[src/ptsp_pkg.sv]
// constants and types for the precision time port state block
package ptsp_pkg;
    localparam int NPORTS = 2;
    localparam int AW = 8;

    // ------------------------------------------------------------
    // codes
    // ------------------------------------------------------------
    typedef enum logic [3:0] {
        PS_INIT = 4'h0,
        PS_FAULTY = 4'h1,
        PS_DISABLED = 4'h2,
        PS_LISTENING = 4'h3,
        PS_PREMASTER = 4'h4,
        PS_MASTER = 4'h5,
        PS_PASSIVE = 4'h6,
        PS_UNCAL = 4'h7,
        PS_SLAVE = 4'h8,
        PS_GRANDMASTER = 4'h9,
        PS_ERROR = 4'hA
    } ptsp_port_state_t;

    typedef enum logic [1:0] {
        SV_UNLOCKED = 2'h0,
        SV_SYNCING = 2'h1,
        SV_LOCKED = 2'h2,
        SV_NA = 2'h3
    } ptsp_servo_t;

    typedef enum logic [1:0] {
        MD_OFF = 2'h0,
        MD_AUTO = 2'h1,
        MD_SLAVE = 2'h2
    } ptsp_mode_t;

    // message classes seen by the gate
    typedef enum logic [2:0] {
        MC_EVENT = 3'h0,
        MC_ANNOUNCE = 3'h1,
        MC_PDELAY = 3'h2,
        MC_SIGNALING = 3'h3,
        MC_MGMT_RESP = 3'h4,
        MC_MGMT = 3'h5
    } ptsp_msg_t;

    // ------------------------------------------------------------
    // register map
    // ------------------------------------------------------------
    localparam logic [AW-1:0] OFS_CTRL = 8'h00;
    localparam logic [AW-1:0] OFS_STATUS = 8'h04;
    localparam logic [AW-1:0] OFS_MAC_LO = 8'h08;
    localparam logic [AW-1:0] OFS_MAC_HI = 8'h0C;
    localparam logic [AW-1:0] OFS_BMI_LO = 8'h10;
    localparam logic [AW-1:0] OFS_BMI_HI = 8'h14;

    localparam int CTRL_MODE_LSB = 0;
    localparam int CTRL_EN_LSB = 4;
    localparam int ST_DEV_LSB = 0;
    localparam int ST_SERVO_LSB = 4;
    localparam int ST_PORT_LSB = 8;

    localparam logic [1:0] RST_MODE = 2'h1;
    localparam logic [NPORTS-1:0] RST_PORT_EN = 2'h3;
    localparam logic [47:0] RST_MAC = 48'h0;
    localparam logic [15:0] EUI_FILL = 16'hFFFE;

    localparam logic [1:0] RESP_OKAY = 2'h0;
    localparam logic [1:0] RESP_SLVERR = 2'h2;
endpackage : ptsp_pkg

[src/ptsp_msg_gate.sv]
// which message classes a port may send or must drop in a state
`timescale 1ns/1ps
module ptsp_msg_gate
    import ptsp_pkg::*;
(
    input wire ptsp_port_state_t state, // port state code
    input wire ptsp_msg_t cls,          // message class
    output logic tx_ok,                 // class may be sent
    output logic rx_ok                  // received class is kept
);
    always_comb begin
        unique case (state)
            PS_INIT, PS_DISABLED, PS_ERROR: tx_ok = 1'b0;
            PS_FAULTY: tx_ok = (cls == MC_MGMT_RESP);
            PS_LISTENING, PS_PASSIVE: begin
                tx_ok = (cls == MC_PDELAY) || (cls == MC_SIGNALING) ||
                        (cls == MC_MGMT_RESP);
            end
            PS_PREMASTER: begin
                tx_ok = (cls == MC_PDELAY) || (cls == MC_SIGNALING) ||
                        (cls == MC_MGMT_RESP) || (cls == MC_MGMT);
            end
            default: tx_ok = 1'b1;
        endcase
        rx_ok = (state != PS_DISABLED) || (cls == MC_MGMT) ||
                (cls == MC_MGMT_RESP);
    end
endmodule : ptsp_msg_gate

[src/ptsp_port_state.sv]
// port state tracking, servo lock report, message gating, axi-lite regs
//
// The implementer's own choices: the address map and the AXI4-Lite interface to the registers.
`timescale 1ns/1ps
// Contract
// - report port state as one of eleven codes, updated as protocol moves
// - initializing port sets itself up and sends no messages
// - one port initializing holds every port initializing
// - faulty port sends only management answers; fault stays on its port
// - fault that cannot be confined puts every port faulty; here a port held initializing or disabled keeps that state
// - disabled port sends nothing, drops all but management on receive
// - listening waits for timeout or announce; sends pdelay/signal/answers
// - premaster acts as master but sends only pdelay, signal, management
// - passive sends only pdelay, signaling and management answers
// - selected master leads through transient uncalibrated state
// - slave synchronises to the master; master acts as master
// - grandmaster only in automatic mode after another master was seen
// - error status whenever any port reports an error
// - report servo state: unlocked, synchronizing, locked, not applicable
// - best master identity is mac upper half, fffe, mac lower half
// - mode off disables, automatic lets it choose, slave is slave-only
module ptsp_port_state
    import ptsp_pkg::*;
(
    input wire logic aclk,                        // 25 MHz clock
    input wire logic aresetn,                     // sync reset, low
    input wire logic [AW-1:0] awaddr,             // write address
    input wire logic awvalid,                     // write address valid
    output logic awready,                         // write address ready
    input wire logic [31:0] wdata,                // write data
    input wire logic [3:0] wstrb,                 // write strobes
    input wire logic wvalid,                      // write data valid
    output logic wready,                          // write data ready
    output logic [1:0] bresp,                     // write response
    output logic bvalid,                          // write response valid
    input wire logic bready,                      // write response ready
    input wire logic [AW-1:0] araddr,             // read address
    input wire logic arvalid,                     // read address valid
    output logic arready,                         // read address ready
    output logic [31:0] rdata,                    // read data
    output logic [1:0] rresp,                     // read response
    output logic rvalid,                          // read data valid
    input wire logic rready,                      // read data ready
    input wire logic init_done,                   // data sets set up
    input wire logic [NPORTS-1:0] port_fault,     // fault on a port
    input wire logic fault_unconfined,            // fault not isolable
    input wire logic [NPORTS-1:0] port_error,     // port error condition
    input wire logic [NPORTS-1:0] announce_rx,    // master announce kept
    input wire logic [NPORTS-1:0] announce_tmo,   // announce timeout
    input wire logic [NPORTS-1:0] qual_tmo,       // qualification timeout
    input wire logic [NPORTS-1:0] bmc_passive,    // selection says passive
    input wire logic servo_converging,            // servo converging
    input wire logic servo_locked,                // servo tracking master
    input wire logic [47:0] master_mac,           // mac of remote master
    input wire logic tx_valid,                    // message wants to go
    input wire logic tx_port,                     // its port
    input wire ptsp_msg_t tx_class,               // its class
    output logic tx_grant,                        // it may go
    input wire logic rx_valid,                    // message received
    input wire logic rx_port,                     // its port
    input wire ptsp_msg_t rx_class,               // its class
    output logic rx_accept,                       // keep it, else drop
    output ptsp_port_state_t port_sync_state,     // device state code
    output ptsp_servo_t servo_lock_state,         // servo code
    output logic [63:0] best_master_identity      // eui-64 of best master
);

    // ------------------------------------------------------------
    // helpers
    // ------------------------------------------------------------
    function automatic ptsp_port_state_t next_port(
        input ptsp_port_state_t cur,
        input ptsp_mode_t mode,
        input logic en, input logic hold, input logic fault,
        input logic ann, input logic ato, input logic qto,
        input logic pas, input logic lock, input logic seen);
        ptsp_port_state_t n;
        n = cur;
        if (hold) begin
            n = PS_INIT;
        end else if (!(mode == MD_AUTO || mode == MD_SLAVE) || !en) begin
            n = PS_DISABLED;
        end else if (fault) begin
            n = PS_FAULTY;
        end else begin
            unique case (cur)
                PS_INIT, PS_FAULTY, PS_DISABLED: n = PS_LISTENING;
                PS_LISTENING: begin
                    if (ann) n = PS_UNCAL;
                    else if (ato && mode == MD_AUTO) n = PS_PREMASTER;
                end
                PS_PREMASTER: begin
                    if (ann) n = PS_UNCAL;
                    else if (qto) n = (seen && mode == MD_AUTO) ?
                        PS_GRANDMASTER : PS_MASTER;
                end
                PS_MASTER, PS_GRANDMASTER: begin
                    if (ann) n = PS_UNCAL;
                    else if (pas) n = PS_PASSIVE;
                end
                PS_PASSIVE: begin
                    if (ann) n = PS_UNCAL;
                    else if (ato) begin
                        n = (mode == MD_AUTO) ? PS_PREMASTER : PS_LISTENING;
                    end
                end
                PS_UNCAL: begin
                    if (ato) n = PS_LISTENING;
                    else if (lock) n = PS_SLAVE;
                end
                PS_SLAVE: begin
                    if (ato) n = PS_LISTENING;
                end
                default: n = PS_INIT;
            endcase
        end
        return n;
    endfunction : next_port

    function automatic logic mapped(input logic [AW-1:0] a);
        return a == OFS_CTRL || a == OFS_STATUS || a == OFS_MAC_LO ||
               a == OFS_MAC_HI || a == OFS_BMI_LO || a == OFS_BMI_HI;
    endfunction : mapped

    function automatic logic [31:0] merge(input logic [31:0] old,
        input logic [31:0] d, input logic [3:0] s);
        logic [31:0] r;
        r = old;
        for (int i = 0; i < 4; i++) begin
            if (s[i]) r[i*8 +: 8] = d[i*8 +: 8];
        end
        return r;
    endfunction : merge

    // ------------------------------------------------------------
    // software registers
    // ------------------------------------------------------------
    ptsp_mode_t mode_r;
    logic [NPORTS-1:0] port_en_r;
    logic [47:0] mac_r;
    logic aw_hold_r, w_hold_r;
    logic [AW-1:0] awaddr_r;
    logic [31:0] wdata_r;
    logic [3:0] wstrb_r;
    logic [31:0] ctrl_nxt, mac_hi_nxt;
    ptsp_port_state_t port_r [NPORTS];
    logic seen_master_r;

    assign awready = !aw_hold_r && !bvalid;
    assign wready = !w_hold_r && !bvalid;
    assign arready = !rvalid;
    assign ctrl_nxt = merge({26'h0, port_en_r, 2'h0, mode_r}, wdata_r,
                            wstrb_r);
    assign mac_hi_nxt = merge({16'h0, mac_r[47:32]}, wdata_r, wstrb_r);

    always_ff @(posedge aclk) begin
        if (!aresetn) begin
            aw_hold_r <= 1'b0;
            w_hold_r <= 1'b0;
            awaddr_r <= '0;
            wdata_r <= '0;
            wstrb_r <= '0;
            bvalid <= 1'b0;
            bresp <= RESP_OKAY;
        end else begin
            if (awvalid && awready) begin
                aw_hold_r <= 1'b1;
                awaddr_r <= awaddr;
            end
            if (wvalid && wready) begin
                w_hold_r <= 1'b1;
                wdata_r <= wdata;
                wstrb_r <= wstrb;
            end
            if (aw_hold_r && w_hold_r) begin
                aw_hold_r <= 1'b0;
                w_hold_r <= 1'b0;
                bvalid <= 1'b1;
                bresp <= mapped(awaddr_r) ? RESP_OKAY : RESP_SLVERR;
            end else if (bvalid && bready) begin
                bvalid <= 1'b0;
            end
        end
    end

    // a reserved mode code falls back to off rather than a guess
    always_ff @(posedge aclk) begin
        if (!aresetn) begin
            mode_r <= ptsp_mode_t'(RST_MODE);
            port_en_r <= RST_PORT_EN;
            mac_r <= RST_MAC;
        end else if (aw_hold_r && w_hold_r) begin
            unique case (awaddr_r)
                OFS_CTRL: begin
                    mode_r <= (ctrl_nxt[CTRL_MODE_LSB +: 2] == 2'h3) ?
                        MD_OFF : ptsp_mode_t'(ctrl_nxt[CTRL_MODE_LSB +: 2]);
                    port_en_r <= ctrl_nxt[CTRL_EN_LSB +: NPORTS];
                end
                OFS_MAC_LO: mac_r[31:0] <= merge(mac_r[31:0], wdata_r,
                                                 wstrb_r);
                OFS_MAC_HI: mac_r[47:32] <= mac_hi_nxt[15:0];
                default: ;
            endcase
        end
    end

    always_ff @(posedge aclk) begin
        if (!aresetn) begin
            rvalid <= 1'b0;
            rdata <= '0;
            rresp <= RESP_OKAY;
        end else if (arvalid && arready) begin
            rvalid <= 1'b1;
            rresp <= mapped(araddr) ? RESP_OKAY : RESP_SLVERR;
            unique case (araddr)
                OFS_CTRL: rdata <= {26'h0, port_en_r, 2'h0, mode_r};
                OFS_STATUS: rdata <= {16'h0, port_r[1], port_r[0],
                                      2'h0, servo_lock_state,
                                      port_sync_state};
                OFS_MAC_LO: rdata <= mac_r[31:0];
                OFS_MAC_HI: rdata <= {16'h0, mac_r[47:32]};
                OFS_BMI_LO: rdata <= best_master_identity[31:0];
                OFS_BMI_HI: rdata <= best_master_identity[63:32];
                default: rdata <= '0;
            endcase
        end else if (rvalid && rready) begin
            rvalid <= 1'b0;
        end
    end

    // ------------------------------------------------------------
    // port state machines
    // ------------------------------------------------------------
    logic [NPORTS-1:0] is_init, is_sync;
    logic hold_init;
    logic mode_on;

    assign mode_on = (mode_r == MD_AUTO) || (mode_r == MD_SLAVE);
    // all ports leave initializing together or not at all
    assign hold_init = !init_done || ((|is_init) && !(&is_init));

    generate
        for (genvar p = 0; p < NPORTS; p++) begin : g_port
            assign is_init[p] = (port_r[p] == PS_INIT);
            assign is_sync[p] = (port_r[p] == PS_UNCAL) ||
                                (port_r[p] == PS_SLAVE);
            always_ff @(posedge aclk) begin
                if (!aresetn) begin
                    port_r[p] <= PS_INIT;
                end else begin
                    // fault input of one port only moves that port
                    port_r[p] <= next_port(port_r[p], mode_r,
                        port_en_r[p], hold_init,
                        port_fault[p] || fault_unconfined,
                        announce_rx[p], announce_tmo[p], qual_tmo[p],
                        bmc_passive[p], servo_locked,
                        seen_master_r);
                end
            end
        end
    endgenerate

    // a remote master has been followed once; cleared when turned off
    always_ff @(posedge aclk) begin
        if (!aresetn || !mode_on) begin
            seen_master_r <= 1'b0;
        end else if (|is_sync) begin
            seen_master_r <= 1'b1;
        end
    end

    // ------------------------------------------------------------
    // reported status
    // ------------------------------------------------------------
    always_ff @(posedge aclk) begin
        if (!aresetn) begin
            port_sync_state <= PS_INIT;
            servo_lock_state <= SV_NA;
            best_master_identity <= '0;
        end else begin
            port_sync_state <= (|port_error) ? PS_ERROR :
                next_port(port_r[0], mode_r, port_en_r[0], hold_init,
                    port_fault[0] || fault_unconfined, announce_rx[0],
                    announce_tmo[0], qual_tmo[0], bmc_passive[0],
                    servo_locked, seen_master_r);
            if (!(|is_sync)) servo_lock_state <= SV_NA;
            else if (servo_locked) servo_lock_state <= SV_LOCKED;
            else if (servo_converging) servo_lock_state <= SV_SYNCING;
            else servo_lock_state <= SV_UNLOCKED;
            best_master_identity <= (|is_sync) ?
                {master_mac[47:24], EUI_FILL, master_mac[23:0]} :
                {mac_r[47:24], EUI_FILL, mac_r[23:0]};
        end
    end

    // ------------------------------------------------------------
    // message gating
    // ------------------------------------------------------------
    logic tx_ok, rx_ok;

    ptsp_msg_gate u_tx_gate (
        .state(port_r[tx_port]),
        .cls(tx_class),
        .tx_ok(tx_ok),
        .rx_ok()
    );
    ptsp_msg_gate u_rx_gate (
        .state(port_r[rx_port]),
        .cls(rx_class),
        .tx_ok(),
        .rx_ok(rx_ok)
    );
    assign tx_grant = tx_valid && tx_ok;
    assign rx_accept = rx_valid && rx_ok;
endmodule : ptsp_port_state

[config.mk]
export PLATFORM = sky130hd
export DESIGN_NAME = ptsp_port_state
export DESIGN_NICKNAME = d
export VERILOG_FILES = /design/src/ptsp_pkg.sv /design/src/ptsp_msg_gate.sv /design/src/ptsp_port_state.sv
export SDC_FILE = /design/constraint.sdc
export NUM_CORES = 1
export LEC_CHECK = 0
export BUFFER_PORTS_ARGS = -buffer_cell sky130_fd_sc_hd__buf_2
export CAP_MARGIN = 5
export CORE_UTILIZATION = 45
export DETAILED_ROUTE_END_ITERATION = 16
export PLACE_DENSITY = 0.7
export SETUP_SLACK_MARGIN = 0.05
export SYNTH_ARGS = -nofsm -noshare
export SYNTH_HDL_FRONTEND = slang
export SYNTH_SLANG_ARGS = --single-unit
[constraint.sdc]
create_clock -name aclk -period 3.1 [get_ports aclk]
set_clock_uncertainty 0.2 [all_clocks]
set_input_delay 0.155 -clock aclk [delete_from_list [all_inputs] [get_ports aclk]]
set_output_delay 0.155 -clock aclk [all_outputs]
set_load 0.1 [all_outputs]
==> flow_summary.toml, run 1 <==
[cts]
cts-root-buf = "clkbuf_16"
cts_buffer_depth = 2
clock_latency_ns = 0.44
cts_tree = "done"
clk_pin_slew_ns = 0.07
htreeDepth = 4
cts.sinks = 198
numCtsBuffers = 17

[place]
placed_area_sq_um = 10500
dpl.hpwl_mm = 20.1
numPortBuffers = 241
place_congestion = 0.988

[setup_path]
ff2ff_setup_slack_ns = 0.24
startpoint_type = "flop"
crit_required_ns = 3.28
crit_type = "flop to flop"
crit_path_end_kind = "flop"
critPathMaxFanout = 28
crit_arrival_ns = 3.04

[logic_synthesis]
synthCells = 1080
yosys_warnings = 0
yosys.area.top_type = "dfxtp_1"
synth_area_sq_um = 9180
avgSynthCellArea_sq_um = 8.50
yosys_most_used_dff = "dfxtp_1"
yosysMostFrequentCell = "nand2_1"
ys_ff_latch = 198
synth_edf_count = 0
synth_cell_types = 60
synth_area_leaders = "dfxtp_1, nand2_1, a21boi_0"
synth.top_cell.area_share_pct = 43.2
synth-seq-area-share_pct = 43.2
synth_async_sr_flop_share_pct = 0
synth_common_cells = "nand2_1, dfxtp_1, a21boi_0"

[floorplanning]
fp.dieW_um = 145
ios = 246
die_area_sq_um = 21000
initial_core_util_pct = 46.5
fp.dieH_um = 145
core_sq_um = 19700
rows = 51

[global_routing]
grt_pass1_vias = 8117
grt.total_usage_pct = 27.0
grt_max_degree = 176
antenna_found_initial = 0
grt_pass1_wl_mm = 43.0
grt-ovfl-total = 0

[timing]
fmax_ghz = 0.350
setup-tns-final_ns = 0
tightest_slew_ns = 1.13
finalHoldViolations = 0
drv_slew = 0
period_minus_slack_ns = 2.86
finalCritPeriodShare_pct = 92.2
setup_violations = 0
relSlewSlack_pct = 24.4
rsz0062_at_grt = "no"

[drt]
ant_nets = 0
remaining_drc_errors = 0
drt-total-wl_mm = 28.6
dr.pass1.iters = 5
via_count = 8717
viasPerCell = 5.26
avgRoutedWirePerCell_um = 17.3
drt-initial-drc-count = 620

[finish]
syn_to_final_growth_pct = 33.4
nFillCells = 1717
multi_input_area_sq_um = 4740
final_util_pct = 62.1
insertedDiodeCount = 0
regArea_sq_um = 3970
nNetsFinal = 1513
design_area_sq_um = 12200
drive_gt1_share_pct = 23.9

[hold_path]
hold_path.class = "input port to flop"

[outcome]
status = "finished, final reports clean"

[power]
p_per_area_nw_per_um2 = 464
peakVddDrop_uv = 415
leakagePower_uw = 0.00523

[run]
max-cap-violations = 0
-- where the power goes --
part | internal (uW) | total, uW | switching, uW
clock | 1240 | 2280 | 1040
sequential | 2600 | 2660 | 60.1
combinational | 297 | 753 | 456
-- critical path, cell delays in order, from the launching register on --
cell and delay [ns]:
dfxtp_1 0.71, nor4b_1 0.14, a31oi_1 0.26, and3_4 0.47, buf_12 0.22, nand2_1 0.07, a21boi_0 0.15, dlygate4sd3_1 0.56
-- metrics by stage --
step	hold slack (ns)	setup WS [ns]	power [uW]	instances
2_1_floorplan	-0.0173	0.203	3160	1082
3_3_place_gp	0.171	0.649	3340	1508
3_5_place_dp	0.184	0.574	3340	1508
4_1_cts	0.00114	0.123	5690	1656
5_1_grt	0.0341	0.0590	5870	1656
6_report	0.00464	0.242	5690	1656
-- layout make-up --
| cell class | count | area share, % |
|---|---|---|
| clock buffers | 19 | 3.62 |
| clock inverters | 13 | 1.29 |
| inverters | 11 | 0.368 |
| multi-input cells | 772 | 38.7 |
| flip-flops and latches | 198 | 32.4 |
| well taps | 265 | 2.71 |
| repair buffers | 378 | 20.9 |
-- worst paths after layout --
kind,startpoint,endpoint,depth (start not counted)
min,awvalid,awaddr_r[5],4
max reg2reg,port_r[0][1],best_master_identity[2],7
max,port_r[0][1],best_master_identity[2],7
min reg2reg,wdata_r[18],wdata_r[18],2
-- cells in the final DEF (no fill, tap or decap), drive strengths merged, types with 15 or more instances in the layout --
cell	n
nor2	28
o21ai	43
buf	262
a22o	27
mux2	15
dfxtp	198
nand2	249
o22ai	20
a21boi	95
inv	18
clkbuf	19
mux2i	64
nand3	21
dlygate4sd3	116
a21oi	18
nor2b	52
a22oi	22
-- flip-flops by register name, indices dropped and copies added (netlist names), 2 cells and up --
register / cells
rdata: 32
best_master_identity: 49
port_r: 8
wdata_r: 32
mode_r: 2
port_sync_state: 4
port_en_r: 2
awaddr_r: 8
servo_lock_state: 2
wstrb_r: 4
mac_r: 48
-- per-layer routing --
metal  global-route usage (%)  vias to the layer above  wire length, um
met3                     4.61                       65             1830
met2                     41.5                      348            12800
li1                         -                     4320                -
met4                     13.0                        0             1050
met1                     36.7                     3984            12900
met5                        0                        -                0
-- kinds of logic after synthesis --
| family | share of synthesized area (%) |
|---|---|
| and+or+nand+nor | 22.1 |
| AOI/OAI and AO/OA | 20.0 |
| buffers and inverters | 5.47 |
| DFF | 43.2 |
| adders and majority gates | 0.273 |
| muxes | 8.82 |
| xor gates and xnor gates | 0.0955 |
| other | 0.0409 |
-- timing repair --
action,4_1_cts,5_1_grt
setup endpoints to repair,0,1
resized for setup,0,1
hold buffers,116,0
endpoints found under the hold margin,106,0
setup buffers,0,0
Power figures use the tool's default switching activity.
==> run 2, diff against run 1 <==
--- a/config.mk
+++ b/config.mk
@@ -8,6 +8,7 @@
 export BUFFER_PORTS_ARGS = -buffer_cell sky130_fd_sc_hd__buf_2
 export CAP_MARGIN = 5
 export CORE_UTILIZATION = 45
+export CTS_BUF_LIST = sky130_fd_sc_hd__clkbuf_4
 export DETAILED_ROUTE_END_ITERATION = 16
 export PLACE_DENSITY = 0.7
 export SETUP_SLACK_MARGIN = 0.05
==> flow_summary.toml, run 2 (same netlist as run 1, synthesis figures left out) <==
[power]
leakagePower_uw = 0.00551
power.clock.fraction_pct = 29.2
comb_power_share_pct = 17.0
peakVddDrop_uv = 248
total_power_uw = 4950
internal_power_uw = 3480
sw_frac_of_total_pct = 29.7
p_switching_uw = 1470
p_per_area_nw_per_um2 = 387
seq_power_share_pct = 53.8

[floorplanning]
die_area_sq_um = 21000
initial_core_util_pct = 46.5
core_sq_um = 19700
fp.dieH_um = 145
rows = 51
fp.dieW_um = 145
ios = 246

[finish]
layout_common_cells = "nand2_1, buf_2, dlygate4sd3_1"
final_util_pct = 64.8
top_register = "best_master_identity"
regArea_sq_um = 3970
multi_input_area_sq_um = 4740
fin_cells = 1739
syn_to_final_growth_pct = 39.2
top_regs = "best_master_identity (49), mac_r (48)"
largest_reg_flops = 49
nFillCells = 1685
final_common_cell = "nand2_1"
nNetsFinal = 1595
drive_gt1_share_pct = 22.7

[drt]
drt-total-wl_mm = 29.8
viasPerCell = 5.26
ant_nets = 0
via_count = 9147
avgRoutedWirePerCell_um = 17.2
dr.pass1.iters = 6
remaining_drc_errors = 0
drt-initial-drc-count = 675

[setup_path]
crit_path_end_kind = "flop"
crit_path_start = "port_r[1][0]"
path_cells = "or4b_2, nand3_2, buf_12, nand2_1, a21boi_0, dlygate4sd3_1"
cp_slowest_cell = "or4b_2"
crit_type = "flop to flop"
crit_arrival_ns = 3.31
path_delay_family = "simple AND/OR/NAND/NOR gates"
slowest_delay_ns = 0.77
r2r-start = "port_r[1][0]"
startpoint_type = "flop"
crit_required_ns = 3.45
critPathMaxFanout = 39
critPathBufInv = 2

[global_routing]
grt-ovfl-total = 0
grt_pass1_vias = 8534
grt_max_degree = 176
grt.total_usage_pct = 28.2
antenna_found_initial = 1
grt_pass1_wl_mm = 44.7

[timing]
setup_violations = 0
fmax_ghz = 0.338
rsz0062_at_grt = "no"
period_minus_slack_ns = 2.96
finalCritPeriodShare_pct = 95.6
relSlewSlack_pct = 20.5
drv_slew = 0
finalHoldViolations = 0
setup-tns-final_ns = 0
tightest_slew_ns = 1.19

[place]
place_congestion = 0.988
dpl.hpwl_mm = 20.1
place_inst = 1508
numPortBuffers = 241

[cts]
cts.sinks = 198
clock_latency_ns = 0.60
cts_tree = "done"
numCtsBuffers = 17
htreeDepth = 4
cts_buffer_depth = 2
cts-root-buf = "clkbuf_4"
clk_pin_slew_ns = 0.17

[outcome]
status = "finished, final reports clean"

[hold_path]
hp-start = "araddr[6]"
hold_path.class = "input port to flop"

[run]
max-cap-violations = 0
==> run 2: cell types whose count changed in the layout (fill, tap and decap cells not counted) <==
cell / change
buf_4: -1
clkbuf_8: -1
clkbuf_16: -17
clkinv_1: +1
dlygate4sd3_1: +82
dfxtp_1: -2
clkbuf_4: +18
clkbuf_1: -1
buf_6: +1
dfxtp_2: +2
diode_2: +1
==> run 2: repair_timing <==
item                       CTS  global route
gates resized for setup      0             4
setup endpoints to repair    0             8
setup buffers                0             0
hold endpoints to repair   133             0
hold buffers               198             0
==> run 2: layout make-up <==
cell class / count / area share [%]
diodes: 1 / 0.0196
clock buffers: 18 / 1.06
clock inverters: 14 / 1.26
inverters: 11 / 0.353
multi-input cells: 772 / 37.1
flip-flops and latches: 198 / 31.1
well taps: 265 / 2.60
repair buffers: 460 / 26.5
==> run 2: per-layer routing <==
metal / GRT usage, % / vias up / wire length, um
li1: - / 4485 / -
met1: 37.4 / 4215 / 13200
met2: 44.4 / 385 / 13700
met3: 5.00 / 62 / 1950
met4: 13.3 / 0 / 1040
met5: 0 / - / 0
==> run 2: worst register-to-register path, cell delays in order, from the launching register on <==
cell and delay (ns):
dfxtp_1 0.47, or4b_2 0.77, nand3_2 0.34, buf_12 0.27, nand2_1 0.08, a21boi_0 0.21, dlygate4sd3_1 0.59
==> run 2: worst paths after layout <==
path	end	slack (ns)	cells past startpoint
min reg2reg	best_master_identity[52]	0.28	2
max reg2reg	best_master_identity[20]	0.14	6
max	best_master_identity[20]	0.14	6
min	rdata[12]	0.14	6
==> run 2: power groups by stage <==
stage | logic (uW) | clock network [uW] | registers (uW)
after global placement | 624 | 0 | 2710
final | 841 | 1440 | 2660
after floorplan | 427 | 0 | 2740
after global routing | 900 | 1570 | 2670
after CTS | 823 | 1470 | 2660
after detailed placement | 629 | 0 | 2710
==> run 2: per-stage QoR <==
stage	instance area, sq um	hold WS [ns]	setup slack [ns]
detailed placement	10500	0.184	0.574
CTS	12800	0.0952	0.106
global placement	10500	0.171	0.649
finish	12800	0.144	0.137
global route	12800	0.125	0.0641
floorplan	9200	-0.0173	0.203
